**src/rtl/eip_defs.svh**
```systemverilog
// Offsets, field positions, reset values and timing counts of the external interrupt pin unit.
// Included by the unit's modules; holds definitions only.
`ifndef EIP_DEFS_SVH
`define EIP_DEFS_SVH

`define EIP_CTRL_OFFSET        8'h00
`define EIP_IRQ_STATUS_OFFSET  8'h04
`define EIP_IRQ_MASK_OFFSET    8'h08

`define EIP_BIT_POLARITY       3'd5
`define EIP_BIT_PIN_ENABLE     3'd4
`define EIP_BIT_FLAG           3'd3
`define EIP_BIT_ACK            3'd2
`define EIP_BIT_INT_ENABLE     3'd1
`define EIP_BIT_MODE           3'd0
`define EIP_BIT_PULL_DIS       3'd6

`define EIP_CTRL_RESET         8'h00
`define EIP_CTRL_WMASK         8'h73
`define EIP_EVT_WIDTH          2
`define EIP_EVT_RESET          2'h0

`define EIP_CLK_PERIOD_NS      50
`define EIP_SYNC_STAGES        2

`endif

```
**src/rtl/eip_pkg.sv**
```systemverilog
// Types shared by the external interrupt pin unit.
// Assumes eip_defs.svh supplies the numeric constants.
package eip_pkg;

    typedef enum logic [2:0]
    {
        EIP_BUS_IDLE  = 3'b001,
        EIP_BUS_WRITE = 3'b010,
        EIP_BUS_READ  = 3'b100
    } eip_bus_state_t;

    typedef enum logic [1:0]
    {
        EIP_PULL_UP   = 2'b01,
        EIP_PULL_DOWN = 2'b10
    } eip_pull_t;

endpackage

```
**src/rtl/eip_unit.sv**
```systemverilog
// External interrupt pin unit: status and control register, request flag, pull control.
// Assumes an AHB-Lite master on sys_clk and an external pin asynchronous to it.
//
// Operation
// - Pull-disable bit 6 turns internal pull off.
// - Polarity bit 5: zero falling/low, one rising/high.
// - Enabled rising polarity applies a pull-down.
// - Enabled falling polarity applies a pull-up.
// - Pin-enable bit 4 gates request source.
// - Read-only request flag at bit 3.
// - Writing one to bit 2 clears flag.
// - Level mode keeps flag while pin asserted.
// - Interrupt-enable bit 1 gates processor request.
// - Mode bit 0: edges only or edge+level.
`timescale 1ns/1ns
`include "eip_defs.svh"

module eip_unit
(
    input  wire logic        sys_clk,
    input  wire logic        nrst,
    input  wire logic        hsel,
    input  wire logic [7:0]  haddr,
    input  wire logic [1:0]  htrans,
    input  wire logic        hwrite,
    input  wire logic [2:0]  hsize,
    input  wire logic [31:0] hwdata,
    input  wire logic        hready,
    output logic [31:0]      hrdata,
    output logic             hreadyout,
    output logic             hresp,
    input  wire logic        pin_in,
    output logic             pin_pull_up_en,
    output logic             pin_pull_down_en,
    output logic             cpu_irq,
    output logic             unit_irq
);

    logic [7:0]                 ctrl_q;
    logic                       flag_q;
    logic [`EIP_EVT_WIDTH-1:0]  evt_status_q;
    logic [`EIP_EVT_WIDTH-1:0]  evt_mask_q;
    logic [31:0]                hrdata_q;
    logic                       cpu_irq_q;
    logic                       unit_irq_q;
    logic                       pull_up_q;
    logic                       pull_down_q;
    logic [7:0]                 wr_addr_q;
    eip_pkg::eip_bus_state_t    bus_state_q;
    logic                       addr_phase;
    logic                       wr_en;
    logic [7:0]                 wdata8;
    logic                       pin_asserted;
    logic                       pin_event;
    logic                       ack_wr;
    logic                       flag_set;
    logic                       flag_rise;
    logic                       ovr_evt;
    logic [`EIP_EVT_WIDTH-1:0]  evt_now;
    logic [7:0]                 ctrl_rd;

    function automatic logic is_reg(input logic [7:0] a, input logic [7:0] off);
        is_reg = (a == off);
    endfunction

    eip_pin_detect
    #(
        .SYNC_STAGES         (`EIP_SYNC_STAGES)
    )
    u_detect
    (
        .sys_clk             (sys_clk),
        .nrst                (nrst),
        .pin_in              (pin_in),
        .pin_function_enable (ctrl_q[`EIP_BIT_PIN_ENABLE]),
        .pin_polarity_select (ctrl_q[`EIP_BIT_POLARITY]),
        .pin_detection_mode  (ctrl_q[`EIP_BIT_MODE]),
        .pin_asserted        (pin_asserted),
        .pin_event           (pin_event)
    );

    // Bus slave: zero wait states, registered read data, write data taken in its data phase.
    assign addr_phase = hsel & hready & htrans[1];
    assign wr_en      = (bus_state_q == eip_pkg::EIP_BUS_WRITE);
    assign wdata8     = hwdata[7:0];

    always_ff @(posedge sys_clk or negedge nrst)
    begin
        if (!nrst)
        begin
            wr_addr_q   <= 8'h00;
            bus_state_q <= eip_pkg::EIP_BUS_IDLE;
        end
        else
        begin
            if (addr_phase)
            begin
                wr_addr_q <= haddr;
            end
            case (bus_state_q)
                eip_pkg::EIP_BUS_IDLE,
                eip_pkg::EIP_BUS_WRITE,
                eip_pkg::EIP_BUS_READ:
                begin
                    if (!addr_phase)
                    begin
                        bus_state_q <= eip_pkg::EIP_BUS_IDLE;
                    end
                    else if (hwrite)
                    begin
                        bus_state_q <= eip_pkg::EIP_BUS_WRITE;
                    end
                    else
                    begin
                        bus_state_q <= eip_pkg::EIP_BUS_READ;
                    end
                end
                default:
                begin
                    bus_state_q <= eip_pkg::EIP_BUS_IDLE;
                end
            endcase
        end
    end

    // Control bits; the flag and the acknowledge bit are not storage here.
    always_ff @(posedge sys_clk or negedge nrst)
    begin
        if (!nrst)
        begin
            ctrl_q <= `EIP_CTRL_RESET;
        end
        else if (wr_en && is_reg(wr_addr_q, `EIP_CTRL_OFFSET))
        begin
            ctrl_q <= wdata8 & `EIP_CTRL_WMASK;
        end
    end

    // Acknowledge only on a written one; a zero does nothing.
    assign ack_wr   = wr_en && is_reg(wr_addr_q, `EIP_CTRL_OFFSET)
                      && wdata8[`EIP_BIT_ACK];
    assign flag_set = pin_event;

    // A set in the same cycle as an acknowledge wins, and in level mode the held level
    // re-sets the flag through pin_event, so an acknowledge cannot clear it.
    always_ff @(posedge sys_clk or negedge nrst)
    begin
        if (!nrst)
        begin
            flag_q <= 1'b0;
        end
        else if (flag_set)
        begin
            flag_q <= 1'b1;
        end
        else if (ack_wr)
        begin
            flag_q <= 1'b0;
        end
    end

    assign flag_rise = flag_set & ~flag_q;
    assign ovr_evt   = flag_set & flag_q & ~ctrl_q[`EIP_BIT_MODE];
    assign evt_now   = {ovr_evt, flag_rise};

    // Sticky event status, cleared by writing one; a new event beats the clear.
    always_ff @(posedge sys_clk or negedge nrst)
    begin
        if (!nrst)
        begin
            evt_status_q <= `EIP_EVT_RESET;
            evt_mask_q   <= `EIP_EVT_RESET;
        end
        else
        begin
            if (wr_en && is_reg(wr_addr_q, `EIP_IRQ_STATUS_OFFSET))
            begin
                evt_status_q <= (evt_status_q & ~wdata8[`EIP_EVT_WIDTH-1:0]) | evt_now;
            end
            else
            begin
                evt_status_q <= evt_status_q | evt_now;
            end
            if (wr_en && is_reg(wr_addr_q, `EIP_IRQ_MASK_OFFSET))
            begin
                evt_mask_q <= wdata8[`EIP_EVT_WIDTH-1:0];
            end
        end
    end

    // Pull selection follows polarity; disabled pin or pull-disable means no pull.
    always_ff @(posedge sys_clk or negedge nrst)
    begin
        if (!nrst)
        begin
            pull_up_q   <= 1'b0;
            pull_down_q <= 1'b0;
        end
        else
        begin
            pull_down_q <= ctrl_q[`EIP_BIT_PIN_ENABLE] & ~ctrl_q[`EIP_BIT_PULL_DIS]
                           & ctrl_q[`EIP_BIT_POLARITY];
            pull_up_q   <= ctrl_q[`EIP_BIT_PIN_ENABLE] & ~ctrl_q[`EIP_BIT_PULL_DIS]
                           & ~ctrl_q[`EIP_BIT_POLARITY];
        end
    end

    // Interrupt outputs are registered so that every top output except the tied-off hreadyout and hresp leaves a flip-flop.
    always_ff @(posedge sys_clk or negedge nrst)
    begin
        if (!nrst)
        begin
            cpu_irq_q  <= 1'b0;
            unit_irq_q <= 1'b0;
        end
        else
        begin
            cpu_irq_q  <= (flag_q | flag_set) & ctrl_q[`EIP_BIT_INT_ENABLE];
            unit_irq_q <= |((evt_status_q | evt_now) & evt_mask_q);
        end
    end

    // The acknowledge bit always reads zero.
    always_comb
    begin
        ctrl_rd                  = ctrl_q;
        ctrl_rd[`EIP_BIT_FLAG]   = flag_q;
        ctrl_rd[`EIP_BIT_ACK]    = 1'b0;
    end

    always_ff @(posedge sys_clk or negedge nrst)
    begin
        if (!nrst)
        begin
            hrdata_q <= 32'h0000_0000;
        end
        else if (addr_phase && !hwrite)
        begin
            if (is_reg(haddr, `EIP_CTRL_OFFSET))
            begin
                hrdata_q <= {24'h00_0000, ctrl_rd};
            end
            else if (is_reg(haddr, `EIP_IRQ_STATUS_OFFSET))
            begin
                hrdata_q <= {30'h0000_0000, evt_status_q};
            end
            else if (is_reg(haddr, `EIP_IRQ_MASK_OFFSET))
            begin
                hrdata_q <= {30'h0000_0000, evt_mask_q};
            end
            else
            begin
                hrdata_q <= 32'h0000_0000;
            end
        end
    end

    assign hrdata           = hrdata_q;
    assign hreadyout        = 1'b1;
    assign hresp            = 1'b0;
    assign pin_pull_up_en   = pull_up_q;
    assign pin_pull_down_en = pull_down_q;
    assign cpu_irq          = cpu_irq_q;
    assign unit_irq         = unit_irq_q;

    a_pull_disabled_off: assert property (@(posedge sys_clk) disable iff (!nrst)
        $past(ctrl_q[`EIP_BIT_PULL_DIS]) |-> !pin_pull_up_en && !pin_pull_down_en)
        else $error("Pull active although pull is disabled.");

    a_pull_down_rise: assert property (@(posedge sys_clk) disable iff (!nrst)
        ##1 ($past(ctrl_q) & 8'h70) == 8'h30 |-> pin_pull_down_en && !pin_pull_up_en)
        else $error("Rising polarity did not give a pull-down.");

    a_pull_up_fall: assert property (@(posedge sys_clk) disable iff (!nrst)
        ##1 ($past(ctrl_q) & 8'h70) == 8'h10 |-> pin_pull_up_en && !pin_pull_down_en)
        else $error("Falling polarity did not give a pull-up.");

    a_disabled_no_flag: assert property (@(posedge sys_clk) disable iff (!nrst)
        !ctrl_q[`EIP_BIT_PIN_ENABLE] && !flag_q |=> !flag_q)
        else $error("Flag set while the pin function is disabled.");

    a_ack_reads_zero: assert property (@(posedge sys_clk) disable iff (!nrst)
        $past(addr_phase && !hwrite) |-> !hrdata[`EIP_BIT_ACK])
        else $error("Acknowledge bit read back as one.");

    a_ack_clears_flag: assert property (@(posedge sys_clk) disable iff (!nrst)
        ack_wr && !pin_event |=> !flag_q)
        else $error("Acknowledge did not clear the flag.");

    a_level_holds_flag: assert property (@(posedge sys_clk) disable iff (!nrst)
        ack_wr && ctrl_q[`EIP_BIT_MODE] && pin_asserted |=> flag_q)
        else $error("Flag cleared while level still asserted.");

    a_irq_follows_flag: assert property (@(posedge sys_clk) disable iff (!nrst)
        flag_q && ctrl_q[`EIP_BIT_INT_ENABLE] && $stable(ctrl_q) |=> ##[0:1] cpu_irq)
        else $error("Enabled flag raised no processor request.");

    a_irq_gated_off: assert property (@(posedge sys_clk) disable iff (!nrst)
        !$past(ctrl_q[`EIP_BIT_INT_ENABLE]) |-> !cpu_irq)
        else $error("Processor request raised while disabled.");

    a_set_beats_ack: assert property (@(posedge sys_clk) disable iff (!nrst)
        ack_wr && pin_event |=> flag_q)
        else $error("Detected event lost to an acknowledge.");

    a_pull_exclusive: assert property (@(posedge sys_clk) disable iff (!nrst)
        !(pin_pull_up_en && pin_pull_down_en))
        else $error("Pull-up and pull-down active together.");

    a_pull_off_disabled: assert property (@(posedge sys_clk) disable iff (!nrst)
        !$past(ctrl_q[`EIP_BIT_PIN_ENABLE]) |-> !pin_pull_up_en && !pin_pull_down_en)
        else $error("Pull active while the pin function is disabled.");

    a_ack_zero_inert: assert property (@(posedge sys_clk) disable iff (!nrst)
        wr_en && is_reg(wr_addr_q, `EIP_CTRL_OFFSET) && !wdata8[`EIP_BIT_ACK] && flag_q
        |=> flag_q)
        else $error("Writing zero to the acknowledge bit cleared the flag.");

    a_flag_needs_event: assert property (@(posedge sys_clk) disable iff (!nrst)
        !flag_q && !pin_event |=> !flag_q)
        else $error("Flag set without a detected event.");

    a_event_sets_flag: assert property (@(posedge sys_clk) disable iff (!nrst)
        pin_event |=> flag_q)
        else $error("Detected event did not set the flag.");

    a_irq_needs_flag: assert property (@(posedge sys_clk) disable iff (!nrst)
        !$past(flag_q) && !$past(pin_event) |-> !cpu_irq)
        else $error("Processor request raised without a flag.");

    a_flag_reads_back: assert property (@(posedge sys_clk) disable iff (!nrst)
        $past(addr_phase && !hwrite && haddr == `EIP_CTRL_OFFSET)
        |-> hrdata[`EIP_BIT_FLAG] == $past(flag_q))
        else $error("Flag read back wrongly.");

    a_edge_no_repeat: assert property (@(posedge sys_clk) disable iff (!nrst)
        !ctrl_q[`EIP_BIT_MODE] && pin_asserted && $past(pin_asserted) && $stable(ctrl_q)
        |-> !pin_event)
        else $error("Held level raised an event in edge-only mode.");

    a_level_sets_flag: assert property (@(posedge sys_clk) disable iff (!nrst)
        ctrl_q[`EIP_BIT_MODE] && pin_asserted |=> flag_q)
        else $error("Asserted level did not set the flag in level mode.");

endmodule

```
**src/rtl/eip_pin_detect.sv**
```systemverilog
// Pin synchroniser and event detector of the external interrupt pin unit.
// Assumes the pin is asynchronous to sys_clk; the configuration inputs are sys_clk registers.
`timescale 1ns/1ns
`include "eip_defs.svh"

module eip_pin_detect
#(
    parameter int SYNC_STAGES = `EIP_SYNC_STAGES
)
(
    input  wire logic sys_clk,
    input  wire logic nrst,
    input  wire logic pin_in,
    input  wire logic pin_function_enable,
    input  wire logic pin_polarity_select,
    input  wire logic pin_detection_mode,
    output logic      pin_asserted,
    output logic      pin_event
);

    logic [SYNC_STAGES-1:0] sync_q;
    logic                   prev_q;
    logic                   level_now;
    logic                   level_prev;

    if (SYNC_STAGES < 2)
    begin : g_stage_check
        $error("eip_pin_detect needs at least two synchroniser stages");
    end

    // The first stage only ever feeds the second, so metastability stays contained.
    always_ff @(posedge sys_clk or negedge nrst)
    begin
        if (!nrst)
        begin
            // Reset to the idle high level of the default falling polarity, so no false edge.
            sync_q <= '1;
            prev_q <= 1'b1;
        end
        else
        begin
            sync_q <= {sync_q[SYNC_STAGES-2:0], pin_in};
            prev_q <= sync_q[SYNC_STAGES-1];
        end
    end

    // Fold polarity in so that one means asserted in both senses.
    assign level_now    = sync_q[SYNC_STAGES-1] ^ ~pin_polarity_select;
    assign level_prev   = prev_q ^ ~pin_polarity_select;
    assign pin_asserted = pin_function_enable & level_now;

    // An edge is two consecutive synchronised samples that differ toward asserted.
    // Both samples fold in the current polarity, so flipping the bit makes no edge; in level mode it can still set the flag.
    assign pin_event = pin_function_enable
                     & ((level_now & ~level_prev)
                     | (pin_detection_mode & level_now));

endmodule

```
**config.mk**
```make
export PLATFORM = sky130hd
export DESIGN_NAME = eip_unit
export DESIGN_NICKNAME = d
export VERILOG_FILES = /design/src/rtl/eip_pkg.sv /design/src/rtl/eip_unit.sv /design/src/rtl/eip_pin_detect.sv
export VERILOG_INCLUDE_DIRS = /design/src /design/src/rtl
export SDC_FILE = /design/constraint.sdc
export NUM_CORES = 1
export LEC_CHECK = 0
export ABC_AREA = 1
export BUFFER_PORTS_ARGS = -buffer_cell sky130_fd_sc_hd__buf_2
export CORE_ASPECT_RATIO = 1.5
export CORE_MARGIN = 10
export CORE_UTILIZATION = 30
export CTS_CLUSTER_DIAMETER = 30
export CTS_CLUSTER_SIZE = 16
export DETAILED_ROUTE_END_ITERATION = 6
export PLACE_DENSITY = 0.66
export SYNTH_ARGS = -nofsm -noshare
export SYNTH_HDL_FRONTEND = slang
export SYNTH_SLANG_ARGS = --single-unit
```
**constraint.sdc**
```tcl
create_clock -name sys_clk -period 3.05 [get_ports sys_clk]
set_input_delay 0.1525 -clock sys_clk [delete_from_list [all_inputs] [get_ports sys_clk]]
set_output_delay 0.1525 -clock sys_clk [all_outputs]
set_load 0.02 [all_outputs]
```
# == Yosys cells after proc, flatten, opt, wreduce, memory -nomap -nowiden ==
# Index checks and enable logic that the tools add are counted.
# totals
regBits,60
word_cells,66
# op_classes
muxes,9
eq_ne,7
bitwise,26
n_reduce_logical,11
# ops
operator,count
8-bit by 3-bit == test with 1-bit output (second input constant),2
8-bit by 4-bit == test with 1-bit output (second input constant),2
8-bit zero test,2
1-bit bitwise AND,12
3-bit 2-to-1 mux,3
7-bit 2-to-1 mux,1
2-bit 2-to-1 mux,3
1-bit logical AND,5
1-bit inverter,5
2-bit bitwise AND,2
2-bit OR,2
3-bit by 1-bit == test with 1-bit output (second input constant),1
3-bit by 2-bit == test with 1-bit output (second input constant),1
3-bit == test (second input constant),1
3-bit OR reduction,1
1-bit 2-to-1 mux,2
2-bit inverter,1
1-bit OR,2
2-bit nonzero test,1
2-bit OR reduction,1
1-bit XOR,2
1-bit zero test,1

# == Depth between registers and ports, before layout ==
# Gate-level depths: netlist of the first run.
# depth
ltp_word,11
depth_mapped,8

# == Cells and area by module ==
# Synthesis of the first run repeated with hierarchy kept, for this count alone.
# unflattened
hier_cells,207
hier_area_um2,1786.7
# by_module_without_submodules
module,instances,area_each_um2,cells_each
eip_unit,1,1650.3,191
eip_pin_detect,1,136.4,16

# == Worst setup path after synthesis of the first run ==
# OpenSTA, ideal clock, no wires.
# synth_path
path_type,flip-flop to flip-flop
start,register wr_addr_q[1]
end,register ctrl_q[0]
synth_period_minus_slack_ns,1.061
stages_incl_launch_ff,7
setup_ns,0.117
slack_ns,1.989
arrival_time_ns,0.944
t_required_ns,2.933
cell_sequence,dfrtp_1 > nor2_4 > nand3_2 > nor2_4 > nand2_4 > nand2_1 > o21ai_2
# synth_between
elab_chain_len,2
# synth_rtl
element,line,source
from (decl),eip_unit.sv:48,logic [7:0] wr_addr_q;
from (signal assigned),eip_unit.sv:98,wr_addr_q <= haddr;
8-bit zero test,eip_unit.sv:63,is_reg = (a == off);
1-bit logical AND,eip_unit.sv:133,"else if (wr_en && is_reg(wr_addr_q, `EIP_CTRL_OFFSET))"
to (signal assigned),eip_unit.sv:131,ctrl_q <= `EIP_CTRL_RESET;
to (signal assigned),eip_unit.sv:135,ctrl_q <= wdata8 & `EIP_CTRL_WMASK;
to (decl),eip_unit.sv:39,logic [7:0] ctrl_q;
# No other way between the ends.
# A chain may end at the register's enable or synchronous reset.

# == Final worst setup path of the first run ==
# layout_path
start,register wr_addr_q[7]
end,register evt_mask_q[0]
# layout_between
elab_chain_len,2
# layout_rtl
element,line,source
8-bit by 4-bit == test with 1-bit output,eip_unit.sv:63,
1-bit logical AND,eip_unit.sv:184,"if (wr_en && is_reg(wr_addr_q, `EIP_IRQ_MASK_OFFSET))"
to (signal assigned),eip_unit.sv:172,evt_mask_q <= `EIP_EVT_RESET;
to (signal assigned),eip_unit.sv:186,evt_mask_q <= wdata8[`EIP_EVT_WIDTH-1:0];
to (decl),eip_unit.sv:42,logic [`EIP_EVT_WIDTH-1:0] evt_mask_q;
# No other way between the ends.

==> results of run 1 <==
-- kinds of logic (layout without fill, tap and decap cells) --
| family | count (synthesis) | in the layout | synth area share |
|---|---|---|---|
| buf+inv | 53 | 64 | 0.171 |
| compound gates | 16 | 16 | 0.0513 |
| flops | 34 | 34 | 0.480 |
| simple gates | 104 | 104 | 0.274 |
| other cells | 2 | 28 | 0.00422 |
| mux | 3 | 3 | 0.0190 |
-- synth_stat cells --
cell type | n | area (sq um)
dfrtp_1 | 30 | 751
nor2_4 | 4 | 45.0
nand3_1 | 14 | 70.1
nand4_1 | 1 | 6.26
buf_4 | 28 | 210
nor3_1 | 3 | 15.0
mux2_2 | 3 | 33.8
nor3_4 | 1 | 16.3
nand2_2 | 2 | 12.5
inv_1 | 23 | 86.3
nand2_1 | 57 | 214
inv_2 | 1 | 3.75
nand3b_1 | 1 | 7.51
buf_2 | 1 | 5.00
nand3_2 | 2 | 20.0
nor2_2 | 1 | 6.26
dfstp_2 | 4 | 105
o21ai_2 | 2 | 17.5
nand2_4 | 1 | 11.3
conb_1 | 2 | 7.51
a21o_2 | 1 | 8.76
nor2_1 | 17 | 63.8
o21ai_0 | 9 | 45.0
a21oi_1 | 4 | 20.0
-- critical path, cell delays in order, from the launching register on --
cell	delay, ns
dfrtp_1	0.38
nor2_1	0.13
nand2_2	0.12
nor2_1	0.17
nand4_1	0.13
nand2_1	0.09
nand2_1	0.05
-- metal layers --
layer  GRT usage  part of all wire  wire (um)
met1      0.0791              0.38       1400
met2       0.140              0.51       1860
met3      0.0363             0.090        329
met4      0.0353             0.018         65
met5           0                 0          0
-- power groups by stage --
stage	clock [uW]	sequential [uW]	combinational, uW
3_5_place_dp	0	504	128
2_1_floorplan	0	503	117
3_3_place_gp	0	503	125
5_1_grt	346	499	147
4_1_cts	327	496	130
6_report	318	496	129
-- through the flow --
| stage | total power [uW] | hold slack (ns) |
|---|---|---|
| 2_1_floorplan | 620 | -0.143 |
| 3_3_place_gp | 628 | 0.259 |
| 3_5_place_dp | 633 | 0.261 |
| 4_1_cts | 954 | 0.0716 |
| 5_1_grt | 992 | 0.0769 |
| 6_report | 944 | 0.0765 |
-- timing repair --
| item | in CTS | in global routing |
|---|---|---|
| hold buffers | 2 | 0 |
| resized for setup | 0 | 0 |
| hold endpoints to repair | 31 | 0 |
| setup buffers | 0 | 0 |
-- how the worst max path moves through the flow --
stage	start	endpoint	slack [ns]
floorplan	wr_addr_q[1]$_DFFE_PN0P_	ctrl_q[0]$_DFFE_PN0N_	1.99
global placement	htrans[1]	hrdata[1]$_DFFE_PN0P_	1.89
detailed placement	wr_addr_q[7]$_DFFE_PN0P_	ctrl_q[1]$_DFFE_PN0N_	1.88
CTS	wr_addr_q[7]$_DFFE_PN0P_	evt_mask_q[0]$_DFFE_PN0P_	1.87
global route	wr_addr_q[7]$_DFFE_PN0P_	evt_mask_q[0]$_DFFE_PN0P_	1.72
finish	wr_addr_q[7]$_DFFE_PN0P_	evt_mask_q[0]$_DFFE_PN0P_	1.87
-- layout make-up --
class                      instances  area (sq um)
fill                             638          3780
sequential                        34           856
multi-input combinational        151           718
timing repair buffer              32           170
inverter                          24          90.1
tap                               72          90.1
clock buffer                       6          72.6
clock inverter                     2          10.0
-- registers in the layout (all words and copies together) (netlist names) --
signal	cells
pin_pull_up_en	1
evt_status_q	2
wr_addr_q	8
u_detect.prev_q	1
cpu_irq	1
unit_irq	1
ctrl_q	5
bus_state_q	3
flag_q	1
hrdata	6
pin_pull_down_en	1
u_detect.sync_q	2
evt_mask_q	2
==> run_results.csv, run 1 <==
group,metric,value,unit
power_and_ir_drop,p_clk_frac,0.337,
finish,final_common_cell,"nand2_1",
worst_setup_path,arrival,1.35,ns
placement,gp_congestion,0.788,
floorplan,die_height,114,um
finish,drive_gt1_frac,0.237,
power_and_ir_drop,peakVddDrop,0.000198,V
synthesis,yosys.cell_types.count,24,
synthesis,yosysSeqAreaShare,0.480,
route,vias,1328,
floorplan,fp.coreArea,5790,sq um
clock_tree,ctsHtreeMaxLevel,2,
timing,fin_crit,1.18,ns
timing,finalWorstSetupSlack,1.87,ns
clock_tree,cts_tree,"built",
synthesis,synth.avg_cell_area,8.40,sq um
route,wirelength,3650,um
worst_setup_path,cp.required,3.22,ns
power_and_ir_drop,switching_share,0.284,
floorplan,num_io_pins,89,
hold_path,hp-class,"input port to register",
power_and_ir_drop,leakage,0.00112,uW
timing,finalSetupViolations,0,
global_route,overflow,0,
finish,nNetsFinal,299,
timing,hold_violations,0,
floorplan,dieArea,9490,sq um
global_route,grt.total_usage,0.0798,
route,ant_nets,0,
hold_path,hold_path_end,"bus_state_q[2]$_DFF_PN0_",
placement,pre_cts_ws,1.88,ns
global_route,grt_pass1_vias,1404,
clock_tree,clk_latency,0.29,ns
clock_tree,numCtsBuffers,5,
floorplan,start_util,0.308,
worst_setup_path,critical_path_class,"register to register",
route,wl_per_cell,11.4,um
global_route,antenna_found_initial,0,
timing,rsz0062_at_grt,"no",
placement,place.port_buffers,30,
power_and_ir_drop,p_sw,268,uW
worst_setup_path,end_kind,"register",
placement,hpwl,3020,um
power_and_ir_drop,p_seq_frac,0.526,
worst_setup_path,r2r_cells,6,
timing,drv_slew,0,
finish,final_area,2010,sq um
finish,layout.cells.non_filler,321,
power_and_ir_drop,powerDensity,470,nW/um^2
route,drt-pass1-iter-count,4,
route,first_iter_violations,48,
global_route,grt_max_degree,35,
worst_setup_path,r2r_slack,1.87,ns
placement,place_area,1900,sq um
clock_tree,cts.sinks,34,
worst_setup_path,worstReg2RegEnd,"evt_mask_q[0]$_DFFE_PN0P_",
timing,tightest_slew,0.741,ns
finish,finalCoreUtilization,0.347,
outcome,status,"finished, final reports clean",
placement,dpl.cell_count,311,
hold_path,whs_path_depth,2,
finish,most-common-layout-cells,"nand2_1 (57), dfrtp_1 (30), buf_2 (30)",
clock_tree,clk_path_buf_depth,2,
synthesis,yosys_warnings,0,
route,remaining_drc_errors,0,
floorplan,die_w,82.9,um
clock_tree,clockRootBuffer,"clkbuf_8",
worst_setup_path,path_max_fanout,4,
finish,synthToLayoutAreaGrowth,12.6,%
worst_setup_path,start_kind,"register",
synthesis,ys_ff_latch,34,
power_and_ir_drop,p_int,675,uW
global_route,grt_first_pass_wirelength,6210,um
route,via_per_inst,4.14,
clock_tree,clk_pin_slew,0.06,ns
finish,antennaDiodeCount,0,
timing,fmax,850,MHz
synthesis,mappedNetlistArea,1780,sq um
timing,maxSlewHeadroom,0.506,
timing,skew,0.00897,ns
power_and_ir_drop,pwr-share-comb,0.137,
timing,finalSetupTns,0,ns
run,maxCapViolations,0,
floorplan,core.rowCount,34,
worst_setup_path,worstReg2RegStart,"wr_addr_q[7]$_DFFE_PN0P_",
synthesis,netlist_instances,212,
hold_path,hp-start,"hwrite",
timing,period_share,0.386,
Note: power is estimated with default switching activity, not from simulation.
==> run 2: changes to the inputs <==
Clock period 3.05 ns to 1.2 ns, I/O delays scaled along.
==> run_results.csv, run 2 (synthesis gave the netlist of run 1 again) <==
group,metric,value,unit
worst_setup_path,cp.required,1.38,ns
route,first_iter_violations,40,
finish,fill_cells,651,
placement,pre_cts_ws,0.0334,ns
clock_tree,clk_pin_slew,0.07,ns
global_route,grt_first_pass_wirelength,6630,um
route,wirelength,3870,um
route,remaining_drc_errors,0,
finish,nNetsFinal,305,
finish,finalCoreUtilization,0.367,
global_route,grt_max_degree,35,
finish,multi_input_area,759,sq um
worst_setup_path,start_kind,"register",
placement,hpwl,3060,um
outcome,status,"finished, violations left",
finish,antennaDiodeCount,0,
floorplan,start_util,0.308,
timing,fmax,832,MHz
clock_tree,cts.sinks,34,
route,ant_nets,0,
global_route,grt.total_usage,0.0837,
finish,most-common-layout-cells,"nand2_1 (50), dfrtp_1 (30), buf_2 (30)",
placement,gp_congestion,0.802,
worst_setup_path,end_kind,"register",
power_and_ir_drop,p_seq_frac,0.476,
floorplan,die_height,114,um
power_and_ir_drop,peakVddDrop,0.000565,V
global_route,grt_pass1_vias,1474,
timing,timing.hold.ws,-0.00340,ns
floorplan,die_w,82.9,um
worst_setup_path,worstPathCellList,"nor2_1 -> nand2_1 -> nand2_2 -> nand3_2 -> nand2_1 -> nand2_1 -> nand2_1",
finish,final_common_cell,"nand2_1",
finish,largest_reg_flops,8,
worst_setup_path,critical_path_class,"register to register",
global_route,antenna_found_initial,0,
route,via_per_inst,4.14,
clock_tree,clk_path_buf_depth,2,
outcome,violations,"hold timing, setup timing",
finish,synthToLayoutAreaGrowth,19.1,%
worst_setup_path,path_max_fanout,3,
finish,drive_gt1_frac,0.314,
clock_tree,cts_tree,"built",
finish,regArea,856,sq um
clock_tree,clockRootBuffer,"clkbuf_8",
route,vias,1355,
timing,period_share,1.00,
power_and_ir_drop,leakage,0.00115,uW
floorplan,fp.coreArea,5790,sq um
clock_tree,clk_latency,0.29,ns
floorplan,num_io_pins,89,
route,wl_per_cell,11.8,um
timing,hold_violations,1,
placement,place.port_buffers,30,
hold_path,hp-class,"input port to register",
hold_path,whs_path_depth,3,
power_and_ir_drop,p_int,1950,uW
power_and_ir_drop,p_clk_frac,0.389,
power_and_ir_drop,pwr-share-comb,0.135,
timing,finalWorstSetupSlack,-0.00153,ns
worst_setup_path,critPathMaxStageDelay,0.57,ns
floorplan,core.rowCount,34,
route,drt-pass1-iter-count,4,
finish,top_register,"wr_addr_q",
timing,finalSetupViolations,2,
clock_tree,ctsHtreeMaxLevel,2,
timing,skew,0.00488,ns
worst_setup_path,cpMostUsedCell,"nand2_1",
finish,layout.cells.non_filler,327,
power_and_ir_drop,powerDensity,1250,nW/um^2
clock_tree,numCtsBuffers,5,
power_and_ir_drop,switching_share,0.268,
power_and_ir_drop,p_sw,711,uW
worst_setup_path,arrival,1.39,ns
timing,drv_slew,0,
timing,rsz0062_at_grt,"yes",
global_route,overflow,0,
placement,dpl.cell_count,313,
worst_setup_path,worst_path_max_delay_cell,"dfstp_2",
floorplan,dieArea,9490,sq um
run,maxCapViolations,0,
timing,fin_crit,1.20,ns
worst_setup_path,r2r_cells,7,
## run 2: changes by cell type in the layout (fill, tap and decap cells not counted), moves of 2 or more
cell | previous run | this run
buf_4 | 0 | 5
inv_1 | 23 | 21
inv_2 | 1 | 3
nand2_1 | 57 | 50
nand2_2 | 2 | 9
nand3_1 | 14 | 12
nand3_2 | 2 | 4
nor2_1 | 17 | 15
nor2_2 | 1 | 3
## run 2: cell type report
| cell class | instances | share of cell area |
|---|---|---|
| repair buffers | 38 | 0.103 |
| inverters | 24 | 0.0425 |
| clock buffers | 5 | 0.0324 |
| flip-flops and latches | 34 | 0.403 |
| multi-input cells | 151 | 0.358 |
| well taps | 72 | 0.0425 |
| clock inverters | 3 | 0.0189 |
## run 2: through the flow
step / area (sq um) / TNS (ns) / hold WS [ns] / total power (uW)
4_1_cts: 2060 / 0 / 0.00183 / 2650
6_report: 2120 / -0.00196 / -0.00340 / 2660
3_3_place_gp: 1920 / 0 / 0.114 / 1600
2_1_floorplan: 1880 / 0 / -0.236 / 1580
3_5_place_dp: 1920 / 0 / 0.116 / 1610
5_1_grt: 2120 / -0.561 / 0.0124 / 2790
## run 2: repair_timing
| item | CTS | global route |
|---|---|---|
| endpoints found under the hold margin | 32 | 0 |
| endpoints found under the setup margin | 0 | 12 |
| hold buffers | 3 | 0 |
| setup buffers | 0 | 3 |
| gates resized for setup | 0 | 15 |
## run 2: critical path, delay by kind of cell, from the launching register on
family           cells  cell delay, ns
DFF                  1            0.57
and+or+nand+nor      7            0.54
## run 2: per-layer routing
metal	global-route usage	vias up	routed length, um
li1	-	683	-
met1	0.0815	624	1450
met2	0.151	41	2030
met3	0.0392	7	319
met4	0.0308	0	67
met5	0	-	0
## run 2: worst paths after layout
path                                           endpoint                         start  slack [ns]
max                           evt_status_q[1]$_DFF_PN0_  u_detect.sync_q[1]$_DFF_PN1_      -0.002
min                               ctrl_q[4]$_DFFE_PN0N_                     hwdata[4]      -0.003
max reg2reg                   evt_status_q[1]$_DFF_PN0_  u_detect.sync_q[1]$_DFF_PN1_      -0.002
min reg2reg                u_detect.sync_q[1]$_DFF_PN1_  u_detect.sync_q[0]$_DFF_PN1_        0.36
max in group asynchronous  u_detect.sync_q[1]$_DFF_PN1_                          nrst        0.54
min in group asynchronous      bus_state_q[2]$_DFF_PN0_                          nrst        0.33
## run 2: power by group through the flow
stage	registers [uW]	clock network (uW)	logic, uW
6_report	1260	1030	359
5_1_grt	1270	1110	408
3_5_place_dp	1280	0	329
4_1_cts	1260	1050	339
3_3_place_gp	1280	0	323
2_1_floorplan	1280	0	298
